**src/verilog/mcr_map.svh**
```systemverilog
// Register map and field constants of the channel control bank
//------------------------------------------------------------
// Overview of operation
// [RULE1] Software keeps test select at zero normally
// [RULE2] Loopback off or AIS bit clear: normal
// [RULE3] Loopback on with AIS bit: send AIS
// [RULE4] Channel reset bit device_soft_reset that channel
// [RULE5] Channel reset bits stay until written zero
// [RULE6] Device reset bit device_soft_reset all, self clears
// [RULE7] Any reset sets channel config to ones
// [RULE8] Address high digit selects the channel
// [RULE9] Format code 01 STS-3, 11 STM-1
// [RULE10] Software programs same format in all channels
// [RULE11] Drop position field picks dropped tributary
// [RULE12] Same drop tributary allowed for many channels
// [RULE13] Unused channel still gets a drop position
// [RULE14] Add position field picks added tributary
// [RULE15] Shared add position raises contention alarm; the code raises none when the shared position is code 11
// [RULE16] Software gives each channel distinct add position
// [RULE17] Line mode bit: zero E3, one DS3
// [RULE18] Software writes zero to reserved bits
// [RULE19] Line loopback feeds receive into transmit
//------------------------------------------------------------
`ifndef MCR_MAP_SVH
`define MCR_MAP_SVH
`define MCR_TLA_ADDR 12'h0c5
`define MCR_SRST_ADDR 12'h0c7
`define MCR_CFG_LOW 8'hc0
`define MCR_CFG_RST 8'hff
`define MCR_ZERO8 8'h00
`define MCR_AIS_BIT 0
`define MCR_DEVRST_BIT 0
`define MCR_FMT_STS3 2'h1
`define MCR_FMT_STM1 2'h3
`define MCR_POS_NONE 2'h3
// Address fields: channel digit and register byte
`define MCR_CH_HI 11
`define MCR_CH_LO 8
`define MCR_REG_HI 7
// Field positions inside the common and channel registers
`define MCR_TLA_HI 2
`define MCR_TEST_HI 2
`define MCR_TEST_LO 1
`define MCR_CHRST_HI 3
`define MCR_CHRST_LO 1
`define MCR_FMT_HI 7
`define MCR_FMT_LO 6
`define MCR_DROP_HI 5
`define MCR_DROP_LO 4
`define MCR_ADD_HI 3
`define MCR_ADD_LO 2
`define MCR_MODE_BIT 0
`endif

```
**src/verilog/mcr_pkg.sv**
```systemverilog
// Types shared by the channel control bank
`default_nettype none
package mcr_pkg;
  typedef logic [7:0] mcr_byte_t;
  typedef logic [1:0] mcr_pos_t;
  // Device soft reset sequencing
  typedef enum logic {MCR_ST_RUN, MCR_ST_DEVRST} mcr_state_t;
endpackage
`default_nettype wire

```
**src/verilog/mcr_channel_regs.sv**
```systemverilog
// Channel control register bank of the three channel mapper
`include "mcr_map.svh"
`default_nettype none
module mcr_channel_regs (
  input wire logic mclk_i,
  input wire logic rst_b_i,
  input wire logic [11:0] addr_i,
  input wire logic [7:0] wdata_i,
  input wire logic wr_i,
  input wire logic rd_i,
  input wire logic [2:0] line_loopback_enable_i,
  output logic [7:0] rdata_o,
  output logic [1:0] test_select_o,
  output logic [2:0] channel_reset_o,
  output logic [5:0] bus_format_o,
  output logic [2:0] sts3_mode_o,
  output logic [2:0] stm1_mode_o,
  output logic [5:0] drop_position_o,
  output logic [5:0] add_position_o,
  output logic [2:0] ds3_mode_o,
  output logic [2:0] line_loop_active_o,
  output logic [2:0] ais_insert_o,
  output logic add_bus_contention_alarm_o
);

  //----------------------------------------------------------
  // Address decode
  //----------------------------------------------------------
  logic hit_tla;
  logic hit_srst;
  logic [2:0] hit_cfg;

  assign hit_tla = (addr_i == `MCR_TLA_ADDR);
  assign hit_srst = (addr_i == `MCR_SRST_ADDR);

  // Leading digit picks the channel, low byte the register
  always_comb begin
    for (int i = 0; i < 3; i++) begin
      hit_cfg[i] = (addr_i[`MCR_REG_HI:0] == `MCR_CFG_LOW) &&
                   (addr_i[`MCR_CH_HI:`MCR_CH_LO] == 4'(i + 1)); // RULE8
    end
  end

  //----------------------------------------------------------
  // Control state
  //----------------------------------------------------------
  mcr_pkg::mcr_state_t state_q;
  mcr_pkg::mcr_state_t state_d;
  logic [2:0] tla_q;
  logic [2:0] tla_d;
  logic [2:0] chrst_q;
  logic [2:0] chrst_d;
  mcr_pkg::mcr_byte_t cfg_q [3];
  mcr_pkg::mcr_byte_t cfg_d [3];
  logic run;

  assign run = (state_q == mcr_pkg::MCR_ST_RUN);

  // Writes are dropped during the soft reset cycle itself
  always_comb begin
    state_d = state_q;
    tla_d = tla_q;
    chrst_d = chrst_q;
    cfg_d = cfg_q;
    unique case (state_q)
      mcr_pkg::MCR_ST_DEVRST: begin
        // Same end state as the reset pin, then back to run
        state_d = mcr_pkg::MCR_ST_RUN; // RULE6
        tla_d = '0;
        chrst_d = '0;
        for (int i = 0; i < 3; i++) begin
          cfg_d[i] = `MCR_CFG_RST; // RULE7
        end
      end
      mcr_pkg::MCR_ST_RUN: begin
        if (wr_i && hit_tla) begin
          tla_d = wdata_i[`MCR_TLA_HI:0];
        end
        if (wr_i && hit_srst) begin
          chrst_d = wdata_i[`MCR_CHRST_HI:`MCR_CHRST_LO]; // RULE5
          if (wdata_i[`MCR_DEVRST_BIT]) begin
            state_d = mcr_pkg::MCR_ST_DEVRST; // RULE6
          end
        end
        for (int i = 0; i < 3; i++) begin
          // A held channel reset overrides any config write
          if (chrst_q[i]) begin
            cfg_d[i] = `MCR_CFG_RST; // RULE4
          end else if (wr_i && hit_cfg[i]) begin
            cfg_d[i] = wdata_i; // RULE8
          end
        end
      end
    endcase
  end

  // Register control state
  always_ff @(posedge mclk_i or negedge rst_b_i) begin
    if (!rst_b_i) begin
      state_q <= mcr_pkg::MCR_ST_RUN;
      tla_q <= '0;
      chrst_q <= '0;
      for (int i = 0; i < 3; i++) begin
        cfg_q[i] <= `MCR_CFG_RST; // RULE7
      end
    end else begin
      state_q <= state_d;
      tla_q <= tla_d;
      chrst_q <= chrst_d;
      cfg_q <= cfg_d;
    end
  end

  //----------------------------------------------------------
  // Read path
  //----------------------------------------------------------
  logic [7:0] rdata_q;
  logic [7:0] rdata_d;

  // Data is held until the next read; unmapped reads give zero
  always_comb begin
    rdata_d = rdata_q;
    if (rd_i) begin
      rdata_d = `MCR_ZERO8;
      if (hit_tla) begin
        rdata_d = {5'h00, tla_q};
      end
      if (hit_srst) begin
        rdata_d = {4'h0, chrst_q, !run};
      end
      for (int i = 0; i < 3; i++) begin
        if (hit_cfg[i]) begin
          rdata_d = cfg_q[i];
        end
      end
    end
  end

  // Register read data
  always_ff @(posedge mclk_i or negedge rst_b_i) begin
    if (!rst_b_i) begin
      rdata_q <= `MCR_ZERO8;
    end else begin
      rdata_q <= rdata_d;
    end
  end

  assign rdata_o = rdata_q;

  //----------------------------------------------------------
  // Decoded controls toward the datapath
  //----------------------------------------------------------
  logic [1:0] tst_q;
  logic [1:0] tst_d;
  logic [2:0] crst_q;
  logic [2:0] crst_d;
  logic [5:0] fmt_q;
  logic [5:0] fmt_d;
  logic [2:0] sts3_q;
  logic [2:0] sts3_d;
  logic [2:0] stm1_q;
  logic [2:0] stm1_d;
  logic [5:0] drop_q;
  logic [5:0] drop_d;
  logic [5:0] add_q;
  logic [5:0] add_d;
  logic [2:0] ds3_q;
  logic [2:0] ds3_d;
  logic [2:0] loop_q;
  logic [2:0] loop_d;
  logic [2:0] ais_q;
  logic [2:0] ais_d;
  logic cont_q;
  logic cont_d;
  mcr_pkg::mcr_pos_t apos [3];

  // One cycle of latency keeps every output on a flip-flop
  always_comb begin
    tst_d = tla_q[`MCR_TEST_HI:`MCR_TEST_LO];
    crst_d = chrst_q | {3{!run}};
    cont_d = 1'b0;
    for (int i = 0; i < 3; i++) begin
      apos[i] = cfg_q[i][`MCR_ADD_HI:`MCR_ADD_LO];
      fmt_d[2*i +: 2] = cfg_q[i][`MCR_FMT_HI:`MCR_FMT_LO];
      // Reserved format codes enable neither mapping
      sts3_d[i] = (cfg_q[i][`MCR_FMT_HI:`MCR_FMT_LO] ==
                   `MCR_FMT_STS3); // RULE9
      stm1_d[i] = (cfg_q[i][`MCR_FMT_HI:`MCR_FMT_LO] ==
                   `MCR_FMT_STM1); // RULE9
      // No exclusion: channels may share a drop tributary
      drop_d[2*i +: 2] = cfg_q[i][`MCR_DROP_HI:`MCR_DROP_LO]; // RULE11 RULE12
      add_d[2*i +: 2] = cfg_q[i][`MCR_ADD_HI:`MCR_ADD_LO]; // RULE14
      ds3_d[i] = cfg_q[i][`MCR_MODE_BIT]; // RULE17
      loop_d[i] = line_loopback_enable_i[i]; // RULE19
      // AIS only replaces data while the loop is closed
      ais_d[i] = line_loopback_enable_i[i] &&
                 tla_q[`MCR_AIS_BIT]; // RULE2 RULE3
    end
    // Unused code 11 is the parking place, not a clash
    for (int i = 0; i < 2; i++) begin
      for (int j = i + 1; j < 3; j++) begin
        if (apos[i] == apos[j] && apos[i] != `MCR_POS_NONE) begin
          cont_d = 1'b1; // RULE15
        end
      end
    end
  end

  // Register decoded controls
  always_ff @(posedge mclk_i or negedge rst_b_i) begin
    if (!rst_b_i) begin
      tst_q <= '0;
      crst_q <= '1;
      fmt_q <= '1;
      sts3_q <= '0;
      stm1_q <= '1;
      drop_q <= '1;
      add_q <= '1;
      ds3_q <= '1;
      loop_q <= '0;
      ais_q <= '0;
      cont_q <= 1'b0;
    end else begin
      tst_q <= tst_d;
      crst_q <= crst_d;
      fmt_q <= fmt_d;
      sts3_q <= sts3_d;
      stm1_q <= stm1_d;
      drop_q <= drop_d;
      add_q <= add_d;
      ds3_q <= ds3_d;
      loop_q <= loop_d;
      ais_q <= ais_d;
      cont_q <= cont_d;
    end
  end

  assign test_select_o = tst_q;
  assign channel_reset_o = crst_q;
  assign bus_format_o = fmt_q;
  assign sts3_mode_o = sts3_q;
  assign stm1_mode_o = stm1_q;
  assign drop_position_o = drop_q;
  assign add_position_o = add_q;
  assign ds3_mode_o = ds3_q;
  assign line_loop_active_o = loop_q;
  assign ais_insert_o = ais_q;
  assign add_bus_contention_alarm_o = cont_q;
endmodule // mcr_channel_regs
`default_nettype wire

```
**config.mk**
```make
export PLATFORM = sky130hd
export DESIGN_NAME = mcr_channel_regs
export DESIGN_NICKNAME = d
export VERILOG_FILES = /design/src/verilog/mcr_pkg.sv /design/src/verilog/mcr_channel_regs.sv
export VERILOG_INCLUDE_DIRS = /design/src /design/src/verilog
export SDC_FILE = /design/constraint.sdc
export NUM_CORES = 1
export LEC_CHECK = 0
export ABC_CLOCK_PERIOD_IN_PS = 1800
export BUFFER_PORTS_ARGS = -buffer_cell sky130_fd_sc_hd__buf_4
export CAP_MARGIN = 25
export CORE_MARGIN = 2
export CORE_UTILIZATION = 26
export DETAILED_ROUTE_END_ITERATION = 6
export GPL_ROUTABILITY_DRIVEN = 1
export GPL_TIMING_DRIVEN = 0
export PLACE_DENSITY = 0.54
export SYNTH_ARGS = -nofsm -noshare
export SYNTH_HDL_FRONTEND = slang
export SYNTH_SLANG_ARGS = --single-unit
```
**constraint.sdc**
```tcl
create_clock -name mclk_i -period 1.8 [get_ports mclk_i]
set_input_delay 0.09 -clock mclk_i [delete_from_list [all_inputs] [get_ports mclk_i]]
set_output_delay 0.09 -clock mclk_i [all_outputs]
set_load 0.01 [all_outputs]
```
=== After elaboration in Yosys (flattened, before gate mapping) ===
Cells that the tools add are included.

* Memories kept: 0
* Output and inout bits: 47
* Input bits: 27
* Flip-flop bits (word level): 78
* Latch bits: 0
* Bits in read-only memories: 0
* RAM bits: 0

* Bitwise gates (word level): 2
* Add/sub/neg operators: 0
* $lt $le $gt $ge: 0
* Reductions and logical operators: 14
* Shift-type cells: 0
* Multiply operators: 0
* Multiplexer cells: 22
* Div/mod/pow operators: 0
* Eq/ne operators: 22

{| class="wikitable"
|+ Operators with widths
! cell !! number
|-
| 2-to-1 mux 8 bit || 10
|-
| case mux 24 bit (2 select lines) || 1
|-
| == test 12 x 8 -> 1 bit (second input constant) || 2
|-
| logical AND 1 bit || 14
|-
| case mux 3 bit (2 select lines) || 2
|-
| 2-to-1 mux 3 bit || 3
|-
| != test 3 x 2 -> 1 bit (second input constant) || 3
|-
| == test 4 x 2 -> 1 bit (second input constant) || 2
|-
| == test 8 bit (second input constant) || 1
|-
| == test 2 x 1 -> 1 bit (second input constant) || 3
|-
| == test 2 bit || 3
|-
| == test 2 bit (second input constant) || 3
|-
| 2-to-1 mux 1 bit || 5
|-
| == test 4 x 1 -> 1 bit (second input constant) || 1
|-
| != test 2 x 1 -> 1 bit (second input constant) || 2
|-
| != test 2 bit (second input constant) || 2
|-
| OR 3 bit || 1
|-
| case mux 1 bit (2 select lines) || 1
|-
| inverter 1 bit || 1
|}

=== Logic depth before layout (Yosys ltp) ===
Gate-level depths: netlist (run 1).

* Depth after elaboration: 6
* Mapped depth: 7
* Mapped depth without buffers: 5

=== Least setup slack after synthesis (run 1) ===
Ideal clock, no wire load.

* Path kind: input -> register
* Start point: input port addr_i[1]
* End point: register cfg_q[4] (netlist name)
* Arrival time: 1.341 ns
* Data required time: 1.698 ns
* Setup slack: 0.357 ns
* Buffers on the path: 2
* Stages on the path: 7
* Cell sequence: buf_6 > nor4b_1 > nand4_4 > or2_1 > clkbuf_2 > nand2_1 > nand3_1

* Word-level cells in the longest chain between the ends: 4

{| class="wikitable"
|+ Ends and longest elaborated chain
! element !! RTL line !! RTL
|-
| start: declaration || mcr_channel_regs.sv:7 || <nowiki>input wire logic [11:0] addr_i,</nowiki>
|-
| == test 8 bit (no line) || n/a ||
|-
| logical AND 1 bit || mcr_channel_regs.sv:39 || <nowiki>hit_cfg[i] = (addr_i[`MCR_REG_HI:0] == `MCR_CFG_LOW) &&</nowiki>
|-
| logical AND 1 bit || mcr_channel_regs.sv:89 || <nowiki>end else if (wr_i && hit_cfg[i]) begin</nowiki>
|-
| != test 3 x 2 -> 1 bit (no line) || n/a ||
|-
| end signal: indexed assignment || mcr_channel_regs.sv:104 || <nowiki>cfg_q[i] <= `MCR_CFG_RST;</nowiki>
|-
| end signal: assignment || mcr_channel_regs.sv:110 || <nowiki>cfg_q <= cfg_d;</nowiki>
|-
| end: declaration || mcr_channel_regs.sv:53 || <nowiki>mcr_pkg::mcr_byte_t cfg_q [3];</nowiki>
|}

No other way between the ends.
A chain may end at the register's enable or synchronous reset.

=== Worst setup path after layout (run 1) ===
* Start point: register cfg_q, in the netlist add_d[1]
* End point: register rdata_q[3], in the netlist rdata_o[3]

* Word-level cells in the longest chain between the ends: 3

{| class="wikitable"
|+ Ends and longest elaborated chain
! element !! RTL line !! RTL
|-
| 2-to-1 mux 8 bit (3 in series) || mcr_channel_regs.sv:132 || <nowiki>if (hit_cfg[i]) begin</nowiki>
|-
| end signal: assignment || mcr_channel_regs.sv:142 || <nowiki>rdata_q <= `MCR_ZERO8;</nowiki>
|-
| end signal: assignment || mcr_channel_regs.sv:144 || <nowiki>rdata_q <= rdata_d;</nowiki>
|-
| end: declaration || mcr_channel_regs.sv:117 || <nowiki>logic [7:0] rdata_q;</nowiki>
|}

No other way between the ends.

==> flow_summary.yaml, run 1 <==
grt:
  grt_pass1_vias: 2351
  grt_usage_pct: 13.17
  grt_first_pass_wirelength_um: 13280
  antenna_found_initial: 0
  grt_max_degree: 79
  grt_remaining_overflow: 0
die:
  die_w_um: 116.2
  pin_count: 74
  core_area_um2: 12470
  placement_rows: 41
  dieArea_um2: 13510
  start_util_pct: 26.28
  die_y_um: 116.2
finish:
  synthToLayoutAreaGrowth_pct: 35.14
  drive_gt1_share_pct: 43.25
  final_area_um2: 4427
  ff_latch_area_um2: 2016
  multi_input_area_um2: 1169
  final_util_pct: 35.51
  antennaDiodeCount: 0
  fillers: 1250
  layout.nets: 385
  final_cells: 535
timing:
  period_needed_ps: 1605
  setup_ws_ps: 194.6
  fin_crit_sh_pct: 89.19
  slew_viol_final: 0
  worst_pin_slew_ps: 860.5
  setup-tns-final_ps: 0
  rsz0062_at_grt: "false"
  fin_worst_skew_ps: 7.721
  fmax_mhz: 622.9
  hold_viol: 0
  max_slew_margin_pct: 42.42
  setup_viol: 0
clock_tree:
  numCtsBuffers: 9
  clock_latency_ps: 330
  holdBufCountCts: 7
  cts_setup_buffers: 0
  cts_buffer_depth: 2
  clk_pin_slew_worst_paths_ps: 60
  cts_max_level: 3
  cts_resized: 0
  cts.sinks: 78
  root_buffer: "clkbuf_16"
  cts_tree: "built"
synthesis:
  netlist_area_um2: 3276
  synth_top_area_share_pct: 40.91
  synth_area_leaders: "dfstp_2 (41%), dfrtp_1 (21%), mux2i_1 (5.8%), nand2_1 (4.9%), o21ai_0 (2.1%)"
  synth-edff-count: 0
  ys_seq_elements: 78
  syn_nets: 295
  synthArstFlopShare_pct: 100.0
  synth.most_common_cell: "dfstp_2"
  yosys_warnings: 0
  synth_area_per_cell_um2: 12.22
  yosysSeqAreaShare_pct: 61.54
  yosys.area.top_type: "dfstp_2"
  syn_inst: 268
  yosysUniqueCellTypes: 52
  synthTopCellsByCount: "dfstp_2 (51), nand2_1 (43), dfrtp_1 (27), mux2i_1 (19), o21ai_0 (14)"
  synth_ff_type: "dfstp_2"
placement:
  postPlaceCellArea_um2: 4024
  routabilityCongestion: 0.8544
  hpwl_um: 5924
  pre_cts_slack_ps: -29.93
  io_buffers: 71
  placed_cells: 511
power:
  power_frac_seq_pct: 46.3
  p_comb_share_pct: 5.5
  cellPowerDensity_nw_per_um2: 869.8
  p_leak_nw: 2.056
  irDropWorstVdd_uv: 392.3
  power_switching_uw: 822.1
  swShare_pct: 21.35
  internal_power_mw: 3.028
  clkPwrFrac_pct: 48.2
worst_setup_path:
  worstSetupPathType: "reg -> reg"
  arrival_ps: 1880
  start_kind: "flip-flop"
  required_ps: 2070
  critPathMaxFanout: 5
  cp-end-kind: "flip-flop"
  worstRegToRegCells: 5
route:
  via_count: 2381
  postRouteAntennaNets: 0
  first_iter_violations: 118
  drtPass1Iterations: 4
  drc_errors: 0
  vias_per_cell: 4.450
  routedWlPerCell_um: 15.65
  routed_wl_um: 8375
min_path:
  hold-path-cell-count: 3
  holdCritPathClass: "in -> reg"
outcome:
  status: "finished, final reports clean"
job:
  max_cap_violations: 0
-- through the flow --
stage	hold slack, ps	power (mW)
global placement	205.0	2.002
finish	9.976	3.851
global route	22.21	4.002
floorplan	-205.6	1.872
detailed placement	208.6	2.004
CTS	0.3438	3.891
-- power by group through the flow --
stage          Sequential (mW)  Clock (mW)  Combinational [mW]
2_1_floorplan             1.81           0              0.0599
3_3_place_gp              1.81           0               0.193
3_5_place_dp              1.81           0               0.195
4_1_cts                   1.78        1.90               0.208
5_1_grt                   1.78        1.99               0.231
6_report                  1.78        1.86               0.211
-- sequential cells by signal, summed over array words and instances (netlist names) --
register / cells
channel_reset_o: 3
line_loop_active_o: 3
chrst_q: 3
cfg_q: 18
bus_format_o: 6
drop_position_o: 6
add_position_o: 6
test_select_o: 2
ais_insert_o: 3
state_q: 1
stm1_mode_o: 3
tla_q: 3
ds3_mode_o: 3
rdata_o: 8
add_d: 6
add_bus_contention_alarm_o: 1
sts3_mode_o: 3
-- worst max-delay path: stages, from the launching register on --
cell      delay (ps)
dfstp_2          580
nand3b_1          80
a211oi_1         220
a31oi_1           70
o32ai_1          390
mux2_2           220
-- placed cells by master (no fill, tap or decap), types with 2 or more instances in the layout --
cell type,instances
buf_4,72
dfstp_2,51
nand2_1,43
dfrtp_1,27
mux2i_1,19
o21ai_0,14
nor2_1,13
nand3_1,11
clkbuf_16,10
a21oi_1,9
inv_1,8
and2_1,7
dlygate4sd3_1,7
a211oi_1,5
a21o_1,5
buf_6,4
clkbuf_1,4
nor2b_1,3
nand4_1,3
o211ai_1,3
nor2_2,2
o22ai_1,2
o32ai_1,2
a31oi_1,2
nor4b_1,2
nand2b_1,2
a2bb2oi_1,2
-- layer usage --
metal	up-vias	part of all wire, %	global-route usage, %
met5	-	0	0
met4	0	1.9	5.714
met3	13	4.8	2.958
met2	67	48	19.92
met1	1176	45	18.16
li1	1125	-	-
-- cells by family after synthesis --
logic type	Yosys count	synth area share [%]
AO/OA/AOI/OAI	48	9.321
XOR/XNOR	1	0.2674
buffers and inverters	15	2.788
flip-flops	78	61.54
multiplexers	20	6.150
AND/OR/NAND/NOR	106	19.94
-- path summary, 6_finish.rpt --
kind / from / to / slack, ps
max in group asynchronous: rst_b_i / cfg_q[22]$_DFFE_PN1P_ / 1100
setup reg to reg: add_d[1]$_DFFE_PN1P_ / rdata_o[3]$_DFFE_PN0P_ / 190
min in group asynchronous: rst_b_i / line_loop_active_o[0]$_DFF_PN0_ / 110
setup / recovery: add_d[1]$_DFFE_PN1P_ / rdata_o[3]$_DFFE_PN0P_ / 190
hold reg to reg: cfg_q[12]$_DFFE_PN1P_ / drop_position_o[2]$_DFF_PN1_ / 380
hold / removal: wdata_i[5] / cfg_q[5]$_DFFE_PN1P_ / 10
-- cell type report --
class | count | area share, %
clock buffer | 13 | 5.907
tap | 172 | 4.861
sequential | 78 | 45.53
buffer | 7 | 1.385
multi-input combinational | 175 | 26.40
clock inverter | 3 | 0.9893
inverter | 8 | 0.6783
timing repair buffer | 79 | 14.25
No activity file was read; power rests on OpenSTA's default activity.
==> inputs of run 2 (changes only) <==
==> constraint.sdc (replaced) <==
create_clock -name mclk_i -period 1.8 [get_ports mclk_i]
set_input_delay 0 -clock mclk_i [delete_from_list [all_inputs] [get_ports mclk_i]]
set_output_delay 0 -clock mclk_i [all_outputs]
set_load 0.01 [all_outputs]
==> flow_summary.yaml, run 2 (synthesized netlist as in run 1, its figures left out) <==
placement:
  hpwl_um: 5924
  postPlaceCellArea_um2: 4024
  placed_cells: 511
  routabilityCongestion: 0.8544
  io_buffers: 71
outcome:
  status: "finished, final reports clean"
finish:
  final_util_pct: 35.99
  final_area_um2: 4487
  ff_latch_area_um2: 2016
  fillers: 1243
  drive_gt1_share_pct: 42.55
  multi_input_area_um2: 1169
  layout_commonest_cell: "buf_4"
  synthToLayoutAreaGrowth_pct: 36.97
  layout_common_cells: "buf_4 (72), dfstp_2 (51), nand2_1 (43)"
  final_cells: 541
  antennaDiodeCount: 0
  regMostFlops: "cfg_q"
  largest_register_ffs: 18
  layout.nets: 391
worst_setup_path:
  arrival_ps: 1880
  r2r_start: "add_d[1]$_DFFE_PN1P_"
  slowest_stage: "dfstp_2"
  start_kind: "flip-flop"
  worstSetupPathType: "reg -> reg"
  path_buf_inv: 0
  cp-end-kind: "flip-flop"
  cpLargestDelayFamily: "compound AO/OA/AOI/OAI gates"
  max_stage_delay_ps: 580
  path_cells: "nand3b_1 -> a211oi_1 -> a31oi_1 -> o32ai_1 -> mux2_2"
  critPathMaxFanout: 5
  required_ps: 2070
  crit_start: "add_d[1]$_DFFE_PN1P_"
clock_tree:
  cts.sinks: 78
  cts_max_level: 3
  holdBufCountCts: 13
  clock_latency_ps: 330
  root_buffer: "clkbuf_16"
  cts_resized: 0
  cts_setup_buffers: 0
  cts_buffer_depth: 2
  cts_tree: "built"
  numCtsBuffers: 9
  clk_pin_slew_worst_paths_ps: 60
grt:
  grt_usage_pct: 13.22
  grt_first_pass_wirelength_um: 13330
  grt_remaining_overflow: 0
  grt_max_degree: 79
  antenna_found_initial: 0
  grt_pass1_vias: 2365
timing:
  max_slew_margin_pct: 43.08
  period_needed_ps: 1602
  setup-tns-final_ps: 0
  fin_worst_skew_ps: 7.990
  fmax_mhz: 624.1
  worst_pin_slew_ps: 850.6
  fin_crit_sh_pct: 89.01
  setup_viol: 0
  hold_viol: 0
  slew_viol_final: 0
  rsz0062_at_grt: "false"
power:
  irDropWorstVdd_uv: 391.9
  p_total_mw: 3.862
  cellPowerDensity_nw_per_um2: 860.8
  p_leak_nw: 2.081
route:
  routedWlPerCell_um: 15.60
  routed_wl_um: 8441
  vias_per_cell: 4.455
  postRouteAntennaNets: 0
  via_count: 2410
  first_iter_violations: 138
  drc_errors: 0
  drtPass1Iterations: 5
die:
  dieArea_um2: 13510
  die_w_um: 116.2
  die_y_um: 116.2
  placement_rows: 41
  core_area_um2: 12470
  pin_count: 74
  start_util_pct: 26.28
min_path:
  holdCritPathClass: "in -> reg"
  hp-start: "wr_i"
job:
  max_cap_violations: 0
[run 2: cell count changes in the layout (fill, tap and decap cells not counted)]
cell           change
dlygate4sd3_1      +6
[run 2: final timing paths]
path	end	slack (ps)	cells after the start
setup / recovery	rdata_o[3]$_DFFE_PN0P_	200	5
hold / removal	tla_q[2]$_DFFE_PN0P_	10	3
setup reg to reg	rdata_o[3]$_DFFE_PN0P_	200	5
hold reg to reg	drop_position_o[2]$_DFF_PN1_	380	0
max in group asynchronous	cfg_q[22]$_DFFE_PN1P_	1190	3
min in group asynchronous	line_loop_active_o[0]$_DFF_PN0_	20	2
[run 2: layer usage]
| metal | part of all wire (%) | up-vias | GRT usage [%] | routed length, um |
|---|---|---|---|---|
| met3 | 4.7 | 13 | 2.958 | 394 |
| met4 | 1.9 | 0 | 5.714 | 163 |
| li1 | - | 1138 | - | - |
| met2 | 48 | 71 | 20.12 | 4051 |
| met5 | 0 | - | 0 | 0 |
| met1 | 45 | 1188 | 18.13 | 3832 |
[run 2: cell type report]
class | count | area share [%]
Inverter | 8 | 0.6693
Tap cell | 172 | 4.796
Clock inverter | 3 | 0.9760
Buffer | 7 | 1.366
Clock buffer | 13 | 5.828
Sequential cell | 78 | 44.92
Multi-Input combinational cell | 175 | 26.05
Timing Repair Buffer | 85 | 15.39
[run 2: power breakdown]
group          internal, mW  switching [mW]  leakage (nW)  total, mW
logic                 0.101           0.120          1.03      0.221
registers              1.78         0.00634         0.906       1.78
clock network          1.16           0.698         0.149       1.86
[run 2: worst reg2reg max path, cell delays in order, from the launching register on]
cell	delay [ps]
dfstp_2	580
nand3b_1	80
a211oi_1	220
a31oi_1	70
o32ai_1	380
mux2_2	220
[run 2: through the flow]
| step | hold WS (ps) | setup slack, ps |
|---|---|---|
| after floorplan | -295.6 | 446.7 |
| after global placement | 115.0 | 60.13 |
| after detailed placement | 118.6 | 60.07 |
| after CTS | 7.263 | 223.9 |
| after global routing | 19.03 | 140.5 |
| final | 10.39 | 197.8 |
==> inputs of run 3 (changes only) <==
Settings changed: ABC_CLOCK_PERIOD_IN_PS 1800 to 1600.
Clock period 1.8 ns to 1.6 ns, I/O delays scaled along.
==> flow_summary.yaml, run 3 (synthesized netlist as in run 1, its figures left out) <==
timing:
  setup_ws_ps: 90.83
  rsz0062_at_grt: "false"
  worst_pin_slew_ps: 841.1
  holdWs_ps: 10.34
  slew_viol_final: 0
  fin_crit_sh_pct: 94.32
  setup_viol: 0
  fin_worst_skew_ps: 8.362
  max_slew_margin_pct: 43.72
  period_needed_ps: 1509
  hold_viol: 0
  fmax_mhz: 662.6
placement:
  routabilityCongestion: 0.8544
  postPlaceCellArea_um2: 4024
  io_buffers: 71
  pre_cts_slack_ps: -139.9
  hpwl_um: 5924
route:
  postRouteAntennaNets: 0
  vias_per_cell: 4.427
  routedWlPerCell_um: 15.53
  drtPass1Iterations: 4
  routed_wl_um: 8403
  via_count: 2395
  drc_errors: 0
  first_iter_violations: 130
min_path:
  hp-start: "wr_i"
  holdCritPathClass: "in -> reg"
clock_tree:
  clk_pin_slew_worst_paths_ps: 60
  cts_max_level: 3
  numCtsBuffers: 9
  cts.sinks: 78
  clock_latency_ps: 330
  root_buffer: "clkbuf_16"
  cts_tree: "built"
  cts_setup_buffers: 0
  cts_buffer_depth: 2
finish:
  largest_register_ffs: 18
  layout_commonest_cell: "buf_4"
  layout_common_cells: "buf_4 (72), dfstp_2 (51), nand2_1 (43)"
  synthToLayoutAreaGrowth_pct: 37.20
  drive_gt1_share_pct: 42.82
  antennaDiodeCount: 0
  final_area_um2: 4494
  fillers: 1244
  layout.nets: 391
  regMostFlops: "cfg_q"
  final_util_pct: 36.05
power:
  internal_power_mw: 3.417
  clkPwrFrac_pct: 48.2
  swShare_pct: 21.43
  p_leak_nw: 2.083
  p_comb_share_pct: 5.7
  power_switching_uw: 931.9
  power_frac_seq_pct: 46.1
  cellPowerDensity_nw_per_um2: 967.6
  irDropWorstVdd_uv: 443.4
  p_total_mw: 4.349
grt:
  grt_first_pass_wirelength_um: 13330
  grt_usage_pct: 13.22
  met1_usage_pct: 18.13
  busiest_layer: "met2"
  antenna_found_initial: 0
  met2_usage_pct: 20.12
  grt_remaining_overflow: 0
  grt_max_degree: 79
  met3_usage_pct: 2.958
  grt_pass1_vias: 2365
die:
  die_w_um: 116.2
  core_area_um2: 12470
  pin_count: 74
  start_util_pct: 26.28
  dieArea_um2: 13510
  placement_rows: 41
  die_y_um: 116.2
job:
  max_cap_violations: 0
worst_setup_path:
  critPathMaxFanout: 5
  start_kind: "flip-flop"
  worstSetupPathType: "reg -> reg"
  crit_start: "add_d[1]$_DFFE_PN1P_"
  arrival_ps: 1790
  cp-end-kind: "flip-flop"
  r2r_start: "add_d[1]$_DFFE_PN1P_"
  required_ps: 1880
outcome:
  status: "finished, final reports clean"
==> run 3: changes by cell type in the layout (fill, tap and decap cells not counted) <==
cell     delta
o32ai_2     +1
o32ai_1     -1
==> run 3: worst paths after layout <==
path / slack [ps] / cells after the start / end
min reg2reg: 380 / 0 / drop_position_o[2]$_DFF_PN1_
min in group asynchronous: 20 / 2 / line_loop_active_o[0]$_DFF_PN0_
max reg2reg: 90 / 5 / rdata_o[3]$_DFFE_PN0P_
min: 10 / 3 / tla_q[2]$_DFFE_PN0P_
max in group asynchronous: 990 / 3 / cfg_q[22]$_DFFE_PN1P_
max: 90 / 5 / rdata_o[3]$_DFFE_PN0P_
==> run 3: routing by layer <==
metal,share of wire (%),vias to the layer above,wire length (um)
met5,0,-,0
met1,46,1187,3869
met3,4.0,13,337
li1,-,1138,-
met2,48,57,4032
met4,1.9,0,163
==> run 3: what timing repair did <==
| action | 4_1_cts | 5_1_grt |
|---|---|---|
| endpoints found under the hold margin | 65 | 0 |
| hold buffers | 13 | 0 |
| resized for setup | 0 | 1 |
| endpoints found under the setup margin | 0 | 1 |
==> run 3: cell type report <==
class	count	area (um2)	area share [%]
flip-flops and latches	78	2016	44.85
multi-input cells	175	1176	26.17
repair buffers	85	690.7	15.37
clock buffers	13	261.5	5.818
well taps	172	215.2	4.788
plain buffers	7	61.31	1.364
clock inverters	3	43.79	0.9744
inverters	8	30.03	0.6682
==> run 3: worst max-delay path, stage by stage (launching register included) <==
cell and delay, ps:
dfstp_2 580, nand3b_1 80, a211oi_1 220, a31oi_1 80, o32ai_2 300, mux2_2 200
==> run 3: power by group through the flow <==
stage	combinational (mW)	sequential, mW	clock [mW]
2_1_floorplan	0.0673	2.04	0
3_3_place_gp	0.217	2.04	0
3_5_place_dp	0.219	2.04	0
4_1_cts	0.246	2.00	2.14
5_1_grt	0.273	2.01	2.24
6_report	0.249	2.00	2.10
==> run 3: metrics by stage <==
stage	instances	setup TNS [ps]
floorplan	268	0
global placement	511	-1280
detailed placement	511	-1129
CTS	540	0
global route	541	0
finish	541	0
